### config.mk
export PLATFORM = sky130hd
export DESIGN_NAME = hdu_uart
export DESIGN_NICKNAME = d
export VERILOG_FILES = /design/src/hdu_pkg.sv /design/src/hdu_uart.sv
export SDC_FILE = /design/constraint.sdc
export NUM_CORES = 1
export LEC_CHECK = 0
export BUFFER_PORTS_ARGS = -buffer_cell sky130_fd_sc_hd__buf_2
export CORE_MARGIN = 5
export CORE_UTILIZATION = 50
export CTS_BUF_LIST = sky130_fd_sc_hd__clkbuf_8
export DETAILED_ROUTE_END_ITERATION = 10
export PLACE_DENSITY = 0.71
export SETUP_SLACK_MARGIN = 0.1
export SLEW_MARGIN = 20
export SYNTH_ARGS = -nofsm -noshare
export SYNTH_HDL_FRONTEND = slang
export SYNTH_SLANG_ARGS = --single-unit
### constraint.sdc
create_clock -name clk_sys -period 2.28 [get_ports clk_sys]
set_input_delay 0.228 -clock clk_sys [delete_from_list [all_inputs] [get_ports clk_sys]]
set_output_delay 0.228 -clock clk_sys [all_outputs]
set_load 0.1 [all_outputs]
### src/hdu_pkg.sv
package hdu_pkg;
    // register offsets on the plain port
    localparam logic [1:0] HDU_ADDR_DATA = 2'h0;
    localparam logic [1:0] HDU_ADDR_CTRL = 2'h1;
    // control register field positions
    localparam int HDU_BIT_NINTH = 0;
    localparam int HDU_BIT_BAUD_LO = 1;
    localparam int HDU_BIT_TX_IEN = 4;
    localparam int HDU_BIT_RX_IEN = 5;
    localparam int HDU_BIT_TX_EMPTY = 6;
    localparam int HDU_BIT_RX_READY = 7;
    // reset values
    localparam logic [7:0] HDU_CTRL_RESET = 8'h00;
    localparam logic [7:0] HDU_DATA_RESET = 8'h00;
    // states per bit and sample points
    localparam logic [2:0] HDU_STATES_LAST = 3'h7;
    localparam logic [2:0] HDU_SAMPLE_A = 3'h4;
    localparam logic [2:0] HDU_SAMPLE_B = 3'h5;
    localparam logic [2:0] HDU_SAMPLE_C = 3'h6;
    // bits after the start bit: nine data plus stop for transmit, nine data for receive
    localparam logic [3:0] HDU_TX_LAST_BIT = 4'ha;
    localparam logic [3:0] HDU_RX_LAST_BIT = 4'h9;
    // divisor per eight-state tick = fint division / 8
    localparam logic [9:0] HDU_DIV_0 = 10'h340; // 6656/8
    localparam logic [9:0] HDU_DIV_1 = 10'h1a0; // 3328/8
    localparam logic [9:0] HDU_DIV_2 = 10'h0d0; // 1664/8
    localparam logic [9:0] HDU_DIV_3 = 10'h068; // 832/8
    localparam logic [9:0] HDU_DIV_4 = 10'h034; // 416/8
    localparam logic [9:0] HDU_DIV_5 = 10'h020; // 256/8
    localparam logic [9:0] HDU_DIV_6 = 10'h01a; // 208/8
    localparam logic [9:0] HDU_DIV_RSVD = 10'h01a; // reserved code
    typedef enum logic [1:0] {HDU_IDLE, HDU_TX, HDU_RX} hdu_mode_e;
endpackage

### src/hdu_uart.sv
`timescale 1ns/10ps
// Functional notes
// - half duplex only, 11-bit characters: start, nine data, stop.
// - received character buffered so the next one can assemble meanwhile.
// - transmit activity has priority over receive.
// - serial output pin carries the transmit stream inverted.
// - when not sending, output pin reflects the port register value.
// - divider makes a tick at eight times the selected baud rate.
// - each received bit decided by two-of-three majority of samples.
// - start and stop generated, parity left to software.
// - ninth transmit bit kept until software or reception changes it.
// - data write selects serial path, sends start, eight bits lsb first, ninth.
// - one high stop bit, then serial output select drops.
// - finished transmission sets transmit empty flag, interrupt if enabled.
// - transmit empty cleared by writing zero or by data write.
// - writing one to transmit empty sets it, software interrupt.
// - receiver watches for falling edge only while idle, neither transmitting nor receiving.
// - after edge, wait one bit time, then shift in nine bits.
// - received ninth bit replaces stored ninth bit.
// - after stop time, character to buffer, ready flag set, interrupt.
// - transmit start aborts an ongoing reception.
// - three-bit baud field selects divisor, reserved code, immediate effect.
// - data address reads receive buffer, writes transmit shift register.
// - ready flag cleared by writing zero, enables only gate requests.
module hdu_uart
    import hdu_pkg::*;
(
    // clock and reset
    input wire logic clk_sys,
    input wire logic rst,
    // register port
    input wire logic [1:0] reg_addr,
    input wire logic [7:0] reg_wdata,
    input wire logic reg_wr,
    input wire logic reg_rd,
    output logic [7:0] reg_rdata,
    // serial pins and port function
    input wire logic serial_input_pin,
    input wire logic port_out_value,
    output logic serial_output_pin,
    output logic serial_output_select,
    // interrupt requests to the core
    output logic transmit_irq,
    output logic receive_irq
);

    typedef struct packed {
        logic [1:0] rx_sync;
        logic rx_prev;
        logic [9:0] div_cnt;
        logic tick;
        hdu_mode_e mode;
        logic [2:0] state_cnt;
        logic [3:0] bit_cnt;
        logic [1:0] votes;
        logic [7:0] tx_shift;
        logic [8:0] rx_shift;
        logic [7:0] rx_buffer;
        logic ninth_bit;
        logic [2:0] baud_select_field;
        logic transmit_irq_enable;
        logic receive_irq_enable;
        logic transmit_empty_flag;
        logic receive_ready_flag;
        logic [7:0] rdata;
        logic pin;
        logic sel;
        logic tx_irq;
        logic rx_irq;
    } hdu_state_s;

    hdu_state_s s_q;
    hdu_state_s s_d;
    logic [9:0] div_top;
    logic rx_bit;
    logic tx_level;
    logic data_wr;
    logic ctrl_wr;
    logic tx_done;
    logic rx_done;

    // divisor lookup, field change acts at once
    always_comb begin
        case (s_q.baud_select_field)
            3'h0: div_top = HDU_DIV_0;
            3'h1: div_top = HDU_DIV_1;
            3'h2: div_top = HDU_DIV_2;
            3'h3: div_top = HDU_DIV_3;
            3'h4: div_top = HDU_DIV_4;
            3'h5: div_top = HDU_DIV_5;
            3'h6: div_top = HDU_DIV_6;
            default: div_top = HDU_DIV_RSVD;
        endcase
    end

    // bus decode and serial helpers
    assign data_wr = reg_wr && (reg_addr == HDU_ADDR_DATA);
    assign ctrl_wr = reg_wr && (reg_addr == HDU_ADDR_CTRL);
    assign rx_bit = s_q.rx_sync[1];

    // next-state logic
    always_comb begin
        s_d = s_q;
        tx_done = 1'b0;
        rx_done = 1'b0;
        tx_level = 1'b1;
        s_d.rx_sync = {s_q.rx_sync[0], serial_input_pin};
        s_d.rx_prev = rx_bit;

        // eight-state tick divider
        s_d.tick = 1'b0;
        if (s_q.div_cnt >= div_top - 10'h001) begin
            s_d.div_cnt = 10'h000;
            s_d.tick = 1'b1;
        end else begin
            s_d.div_cnt = s_q.div_cnt + 10'h001;
        end

        // current transmit level: start, data lsb first, ninth, stop
        if (s_q.bit_cnt == 4'h0) begin
            tx_level = 1'b0;
        end else if (s_q.bit_cnt <= 4'h8) begin
            tx_level = s_q.tx_shift[0];
        end else if (s_q.bit_cnt == 4'h9) begin
            tx_level = s_q.ninth_bit;
        end else begin
            tx_level = 1'b1;
        end

        case (s_q.mode)
            HDU_IDLE: begin
                // start edge seen while not sending
                if (s_q.rx_prev && !rx_bit) begin
                    s_d.mode = HDU_RX;
                    s_d.state_cnt = 3'h0;
                    s_d.bit_cnt = 4'h0;
                    s_d.div_cnt = 10'h000;
                    s_d.tick = 1'b0; // stale tick would shorten the start bit
                end
            end
            HDU_TX: begin
                if (s_q.tick) begin
                    s_d.state_cnt = s_q.state_cnt + 3'h1;
                    if (s_q.state_cnt == HDU_STATES_LAST) begin
                        if (s_q.bit_cnt >= 4'h1 && s_q.bit_cnt <= 4'h8) begin
                            s_d.tx_shift = {1'b0, s_q.tx_shift[7:1]};
                        end
                        if (s_q.bit_cnt == HDU_TX_LAST_BIT) begin
                            s_d.mode = HDU_IDLE;
                            tx_done = 1'b1;
                        end else begin
                            s_d.bit_cnt = s_q.bit_cnt + 4'h1;
                        end
                    end
                end
            end
            HDU_RX: begin
                if (s_q.tick) begin
                    s_d.state_cnt = s_q.state_cnt + 3'h1;
                    // three samples in mid states
                    if (s_q.state_cnt == HDU_SAMPLE_A) begin
                        s_d.votes = {1'b0, rx_bit};
                    end else if (s_q.state_cnt == HDU_SAMPLE_B
                                 || s_q.state_cnt == HDU_SAMPLE_C) begin
                        s_d.votes = s_q.votes + {1'b0, rx_bit};
                    end
                    if (s_q.state_cnt == HDU_STATES_LAST) begin
                        // bit 0 is the start bit, passed over
                        if (s_q.bit_cnt >= 4'h1 && s_q.bit_cnt <= HDU_RX_LAST_BIT) begin
                            s_d.rx_shift = {(s_q.votes >= 2'h2), s_q.rx_shift[8:1]};
                        end
                        if (s_q.bit_cnt == HDU_TX_LAST_BIT) begin
                            s_d.mode = HDU_IDLE;
                            rx_done = 1'b1;
                        end else begin
                            s_d.bit_cnt = s_q.bit_cnt + 4'h1;
                        end
                    end
                end
            end
            default: s_d.mode = HDU_IDLE;
        endcase

        // character complete: buffer and ninth bit
        if (rx_done) begin
            s_d.rx_buffer = s_q.rx_shift[7:0];
            s_d.ninth_bit = s_q.rx_shift[8];
        end

        // control register write
        if (ctrl_wr) begin
            s_d.ninth_bit = reg_wdata[HDU_BIT_NINTH];
            s_d.baud_select_field = reg_wdata[HDU_BIT_BAUD_LO +: 3];
            s_d.transmit_irq_enable = reg_wdata[HDU_BIT_TX_IEN];
            s_d.receive_irq_enable = reg_wdata[HDU_BIT_RX_IEN];
            s_d.transmit_empty_flag = reg_wdata[HDU_BIT_TX_EMPTY];
            s_d.receive_ready_flag = reg_wdata[HDU_BIT_RX_READY];
        end

        // data write launches a character, aborting any reception
        if (data_wr) begin
            s_d.mode = HDU_TX;
            s_d.tx_shift = reg_wdata;
            s_d.bit_cnt = 4'h0;
            s_d.state_cnt = 3'h0;
            s_d.div_cnt = 10'h000;
            s_d.tick = 1'b0; // full first state after launch
            s_d.transmit_empty_flag = 1'b0;
        end

        // hardware sets win over software clears
        if (tx_done) begin
            s_d.transmit_empty_flag = 1'b1;
        end
        if (rx_done) begin
            s_d.receive_ready_flag = 1'b1;
        end

        // read data, one cycle later
        s_d.rdata = 8'h00;
        if (reg_rd) begin
            if (reg_addr == HDU_ADDR_DATA) begin
                s_d.rdata = s_q.rx_buffer;
            end else if (reg_addr == HDU_ADDR_CTRL) begin
                s_d.rdata = {s_q.receive_ready_flag, s_q.transmit_empty_flag,
                             s_q.receive_irq_enable, s_q.transmit_irq_enable,
                             s_q.baud_select_field, s_q.ninth_bit};
            end
        end

        // pin multiplexer, inverted serial stream
        s_d.sel = (s_d.mode == HDU_TX);
        if (s_q.mode == HDU_TX) begin
            s_d.pin = ~tx_level;
        end else begin
            s_d.pin = port_out_value;
        end
        if (s_d.mode != HDU_TX) begin
            s_d.sel = 1'b0;
        end

        // requests gated by enables, flags untouched
        s_d.tx_irq = s_d.transmit_empty_flag && s_d.transmit_irq_enable;
        s_d.rx_irq = s_d.receive_ready_flag && s_d.receive_irq_enable;
    end

    // state register
    always_ff @(posedge clk_sys) begin
        if (rst) begin
            s_q <= '0;
            s_q.rx_sync <= 2'h3;
            s_q.rx_prev <= 1'b1;
            s_q.mode <= HDU_IDLE;
            s_q.pin <= 1'b1;
            s_q.rdata <= HDU_DATA_RESET;
            {s_q.receive_ready_flag, s_q.transmit_empty_flag, s_q.receive_irq_enable,
             s_q.transmit_irq_enable, s_q.baud_select_field, s_q.ninth_bit}
                <= HDU_CTRL_RESET;
        end else begin
            s_q <= s_d;
        end
    end

    // outputs straight from flip-flops
    assign reg_rdata = s_q.rdata;
    assign serial_output_pin = s_q.pin;
    assign serial_output_select = s_q.sel;
    assign transmit_irq = s_q.tx_irq;
    assign receive_irq = s_q.rx_irq;

endmodule

# ---- Word level (Yosys, flattened, before mapping)
# Index checks and enable logic that the tools add are counted.
dict set report classes {
  addsub 5
  n_div 0
  reduce_logical 27
  n_mul 0
  shift 0
  n_lt_le_gt_ge 5
  n_eq_ne 19
  n_mux 37
  n_bitwise 2
}
# operator n
set ops {}
lappend ops {{$mux 8} 8}
lappend ops {{$pmux 10 s6} 1}
lappend ops {{$mux 11} 2}
lappend ops {{$pmux 7 s3} 1}
lappend ops {{$mux 20} 1}
lappend ops {{$eq 3x3->1 const B} 6}
lappend ops {{$mux 9} 2}
lappend ops {{$mux 1} 14}
lappend ops {{$reduce_and 4->1} 3}
lappend ops {{$reduce_bool 2->1} 6}
lappend ops {{$add 10x1->10 const B} 1}
lappend ops {{$ge 10x10->1} 1}
lappend ops {{$mux 10} 1}
lappend ops {{$sub 10x1->10 const B} 1}
lappend ops {{$eq 4x4->1 const B} 2}
lappend ops {{$le 4x4->1 const B} 2}
lappend ops {{$mux 2} 4}
lappend ops {{$mux 4} 2}
lappend ops {{$logic_and 1x1->1} 7}
lappend ops {{$eq 2x1->1 const B} 3}
lappend ops {{$eq 3x2->1 const B} 2}
lappend ops {{$ne 2x2->1 const B} 3}
lappend ops {{$pmux 2 s3} 1}
lappend ops {{$reduce_or 2->1} 3}
lappend ops {{16 further kinds} 18}
dict set report totals {
  mem_count 0
  rom_bits 0
  mem_bits_rw 0
  latchBits 0
  output_inout_bits 12
  input_bits 16
  wordCells 117
  ff_bits 70
}

# ---- Longest topological paths before layout
dict set report depth {
  depth_word 10
  mapped_depth 11
  mapped_depth_nobuf 9
}

# ---- Worst setup path before layout
# Ideal clock, no wire load.
dict set report synth_path {
  path_kind {reg-to-reg}
  start {reg s_q[17] (netlist name)}
  end {reg s_q[66] (netlist name)}
  t_arrival_ps 2187
  slack_ps 31
  stages_incl_launch_ff 10
  path_buffers 2
  period_less_slack_ps 2249
  t_required_ps 2218
  setup_time_ps 62
  path_cell_list {dfxtp_1 -> clkbuf_1 -> or2_2 -> nor2b_1 -> ha_1 -> a211oi_1 -> o221ai_1 -> a2111o_1 -> buf_6 -> nor2_2}
}
dict set report synth_via {
  elab_chain_cells 7
  word_cells_on_any_way 12
  classes_between {1 x add/sub; 1 x order compare; 5 x eq/ne; 4 x mux; 1 x reduce/logical}
}
# element line_no
set synth_rtl {}
lappend synth_rtl {{start: declaration} hdu_uart.sv:72} ;# hdu_state_s s_q;
lappend synth_rtl {{$eq 3x3->1, or another cell as far along} hdu_uart.sv:84} ;# case (s_q.baud_select_field)
lappend synth_rtl {{$pmux 10 s6 (*)} hdu_uart.sv:84}
lappend synth_rtl {{$sub 10x1->10 (*)} hdu_uart.sv:112} ;# if (s_q.div_cnt >= div_top - 10'h001) begin
lappend synth_rtl {{$ge 10x10->1 (*)} hdu_uart.sv:112}
lappend synth_rtl {{$mux 10 (*)} hdu_uart.sv:112}
lappend synth_rtl {{$mux 20} hdu_uart.sv:133} ;# if (s_q.rx_prev && !rx_bit) begin
lappend synth_rtl {{$mux 11 (*)} hdu_uart.sv:130} ;# case (s_q.mode)
# Mark *: on every way between the ends. The rest lies on a longest branch, timed or not. The select of a mux whose other input is x is not followed.
# A chain may end at the register's enable or synchronous reset.

# ---- Worst setup path in the final report
# Ends and elaborated chain as after synthesis.

==> Implementation_results.wiki <==
{| class="wikitable"
! Metric !! Value
|-
| Core footprint || 6790 um2
|-
| Final critical-path share of the clock period || 97.3%
|-
| Overall fraction of global-route tracks in use || 17.9%
|-
| Final #Nets || 441
|-
| Simple-gate portion of the synthesized area || 19.9%
|-
| Initial standard-cell utilization of the core || 51.1%
|-
| Sum of met2 wire segment lengths after detailed routing || 3540 um
|-
| Most frequently used flop master after synthesis || dfxtp_1
|-
| Ant. Diodes || 0
|-
| Number of sinks driven by the clock tree || 70
|-
| Run status || completed
|-
| H-tree depth || 3
|-
| Post-Route Skew || 6.68 ps
|-
| CP Class || reg2reg
|-
| Ranking of synthesized cells by instance count || dfxtp_1, nor2_1, mux2i_1
|-
| Largest fanout on the critical path || 5
|-
| Number of top-level pins || 28
|-
| Worst hold slack across all endpoints || 58.3 ps
|-
| Max Clock Freq || 0.451 GHz
|-
| Xor and xnor fraction of the mapped netlist area || 2.52%
|-
| Area fraction in compound gates after synthesis || 12.7%
|-
| Internal portion of total power || 1.75 mW
|-
| Most frequent cell after synthesis || dfxtp_1
|-
| Kind of start point of the critical path || flop
|-
| Worst path cell trace || buf_6 > buf_6 > xor2_1 > nand2b_1 > ha_4 > a211oi_2 > nor2_2 > a2111o_2 > nor2_2
|-
| Post-Syn Area || 3470 um2
|-
| Top routing layer in use || met4
|-
| Synthesized netlist net count || 411
|-
| Nature of the critical path endpoint || flop
|-
| Maximum number of pins on one net before global-route repair || 47
|-
| Remaining global-route overflow || 0
|-
| Worst relative slew slack || 62.6%
|-
| Layout overhead on the synthesized area || 14.4%
|-
| Number of enable flip-flop cells after synthesis || 0
|-
| Count of port buffers added during placement || 27
|-
| Initial antenna violation count || 0
|-
| Worst-path clk slew || 80 ps
|-
| Number of endpoints failing setup at the final stage || 0
|-
| Post-Syn Area per Cell || 9.38 um2
|-
| Pwr/cell area || 596 nW/um2
|-
| Maximum single-stage delay on the critical path || 560 ps
|-
| Mux cell area share after synthesis || 9.80%
|-
| Proportion of power drawn by flip-flops and latches || 53.3%
|-
| Total cell area at the placement stage || 3640 um2
|-
| DR WL/cell || 14.5 um
|-
| Clock root buffer master || clkbuf_8
|-
| Crit-path slowest cell || a2111o_2
|-
| FP Rows || 30
|-
| Wire length of the first global-routing pass || 12400 um
|-
| TritonCTS clock tree || yes
|-
| Number of standard cells in the layout, taps in and fillers out || 501
|-
| Min-Delay Path Class || in2reg
|-
| Total vias in the final route || 2691
|-
| Die Ht || 93.3 um
|-
| Wirelength, routed || 7280 um
|-
| Proportion of layout cells with a drive suffix above 1 || 23.2%
|-
| Post-synthesis sequential element count || 70
|-
| Clock power share || 37.6%
|-
| Synthesized instance count || 370
|-
| Synthesized-area fraction occupied by adder cells || 9.01%
|-
| Detailed-routing wirelength on met1 || 3320 um
|-
| Net Sw Frac || 26.2%
|-
| Final-layout setup total negative slack || 0 ps
|-
| Post-DP HPWL || 4980 um
|-
| Net switching component of the power || 0.620 mW
|-
| Post-layout min period || 2220 ps
|-
| Hold buffers post-CTS || 0
|-
| Top Family by Delay on Critical Path || compound AO/OA/AOI/OAI gates
|-
| Cell types with the largest area share after synthesis || dfxtp_1, mux2i_1, ha_1
|-
| Number of buffers on the longest clock path || 2
|-
| Placed Cells || 477
|-
| Yosys Warn Count || 0
|-
| Worst endpoint required time || 2570 ps
|-
| Number of DRC violations after detailed routing || 0
|-
| Number of DRC violations after detailed-routing iteration 0 || 190
|-
| LEAKAGE || 1.65 nW
|-
| Worst Path Buf+Inv || 2
|-
| Dominant cell type by area after synthesis || dfxtp_1
|-
| Highest ir drop seen on vdd || 376 uV
|-
| Number of optimization iterations in the first detailed-route pass || 4
|-
| Combinational family with the most area after synthesis || simple AND/OR/NAND/NOR gates
|-
| Number of CTS-inserted buffers || 9
|-
| Area fraction of the dominant cell type after synthesis || 40.4%
|-
| Proportion of synthesized chip area in sequential cells || 40.4%
|-
| Slew Viols, Final || 0
|-
| Data arrival, critical path || 2500 ps
|-
| Clock Latency Late Sink || 350 ps
|-
| Post-synthesis async set-or-reset flop share || 0%
|-
| Reg-to-Reg Start || s_q[17]
|-
| Average vias per placed instance || 5.37
|-
| Hold Vio Cnt, Final || 0
|-
| RSZ-0062 raised after global routing || yes
|-
| Total die area || 8710 um2
|-
| Launch point of the worst path || s_q[17]
|-
| Maximum Capacitance Violations || 0
|-
| Met3 wirelength from detailed routing || 276 um
|-
| Vias in the first global route || 2621
|-
| Slew at the pin with the worst max-slew slack || 558 ps
|-
| Remaining number of nets flagged by the antenna check after routing || 0
|-
| Distinct cell type count of the synthesized netlist || 53
|-
| Design area || 3970 um2
|-
| Hold wc startpoint || serial_input_pin
|-
| Die extent in x || 93.3 um
|-
| Proportion of power drawn by combinational gates || 9.1%
|-
| Placer's final routability congestion estimate || 0.785
|}
metal layers:
metal  vias up  global-route usage, %
met1      1276                   22.2
li1       1351                      -
met4         0                   7.08
met3        14                   5.23
met2        50                   29.1
met5         -                      0
flip-flops by register name (all words and copies together) (netlist names):
name,flops
serial_output_select,1
serial_output_pin,1
reg_rdata,8
rx_bit,1
s_q,56
s_d,1
receive_irq,1
transmit_irq,1
cell type report:
class                           count  area [um2]
Clock buffer                       10         138
Clock inverter                      6        40.0
Multi-Input combinational cell    262        1960
Inverter                           16        60.1
Fill cell                         612        2820
Timing Repair Buffer               41         248
Tap cell                           96         120
Sequential cell                    70        1410
stage by stage:
stage               power [mW]  setup slack [ps]  util [%]
floorplan                 1.43               115         -
global placement          1.48              6.41      53.6
detailed placement        1.48              -153      53.6
CTS                       2.37               113      57.3
global route              2.46              11.3      58.5
finish                    2.37              60.5      58.5
power groups by stage:
stage	sequential, mW	combinational, mW	clock [mW]
final	1.26	0.216	0.891
after global routing	1.26	0.237	0.957
after CTS	1.26	0.207	0.906
after detailed placement	1.29	0.195	0
after global placement	1.29	0.190	0
after floorplan	1.30	0.127	0
timing repair:
action / in CTS / in global routing
cloned: 1 / 0
gates resized for setup: 8 / 14
setup buffers: 3 / 4
pin swaps: 10 / 9
endpoints found under the setup margin: 10 / 16
cells in the final DEF, fill, tap and decap left out, types with 3 or more instances in the layout:
cell type,count
nand2_1,27
inv_1,17
xor2_1,4
ha_1,22
dfxtp_1,67
a311oi_1,8
nor2_2,7
nand3_1,6
dfxtp_2,3
a21oi_1,14
a211oi_1,5
buf_4,12
nand2b_1,7
or3_1,5
xnor2_1,6
nor3_1,10
buf_2,27
o21ai_0,6
nand3b_1,3
mux2i_1,34
or2_2,5
nor2_1,46
clkbuf_8,10
final timing paths:
| path | end | slack [ps] | depth (start not counted) |
|---|---|---|---|
| setup / recovery | s_q[66] | 60 | 9 |
| hold / removal | s_d[69] | 60 | 2 |
| setup reg to reg | s_q[66] | 60 | 9 |
| hold reg to reg | rx_bit | 410 | 1 |
cells by family after synthesis:
logic type                 after synthesis
AOI/OAI and AO/OA                       57
xor gates and xnor gates                10
adders and majority gates               25
buffers and inverters                   39
DFF                                     70
muxes                                   34
and+or+nand+nor                        135
Note: power is estimated with default switching activity, not from simulation.
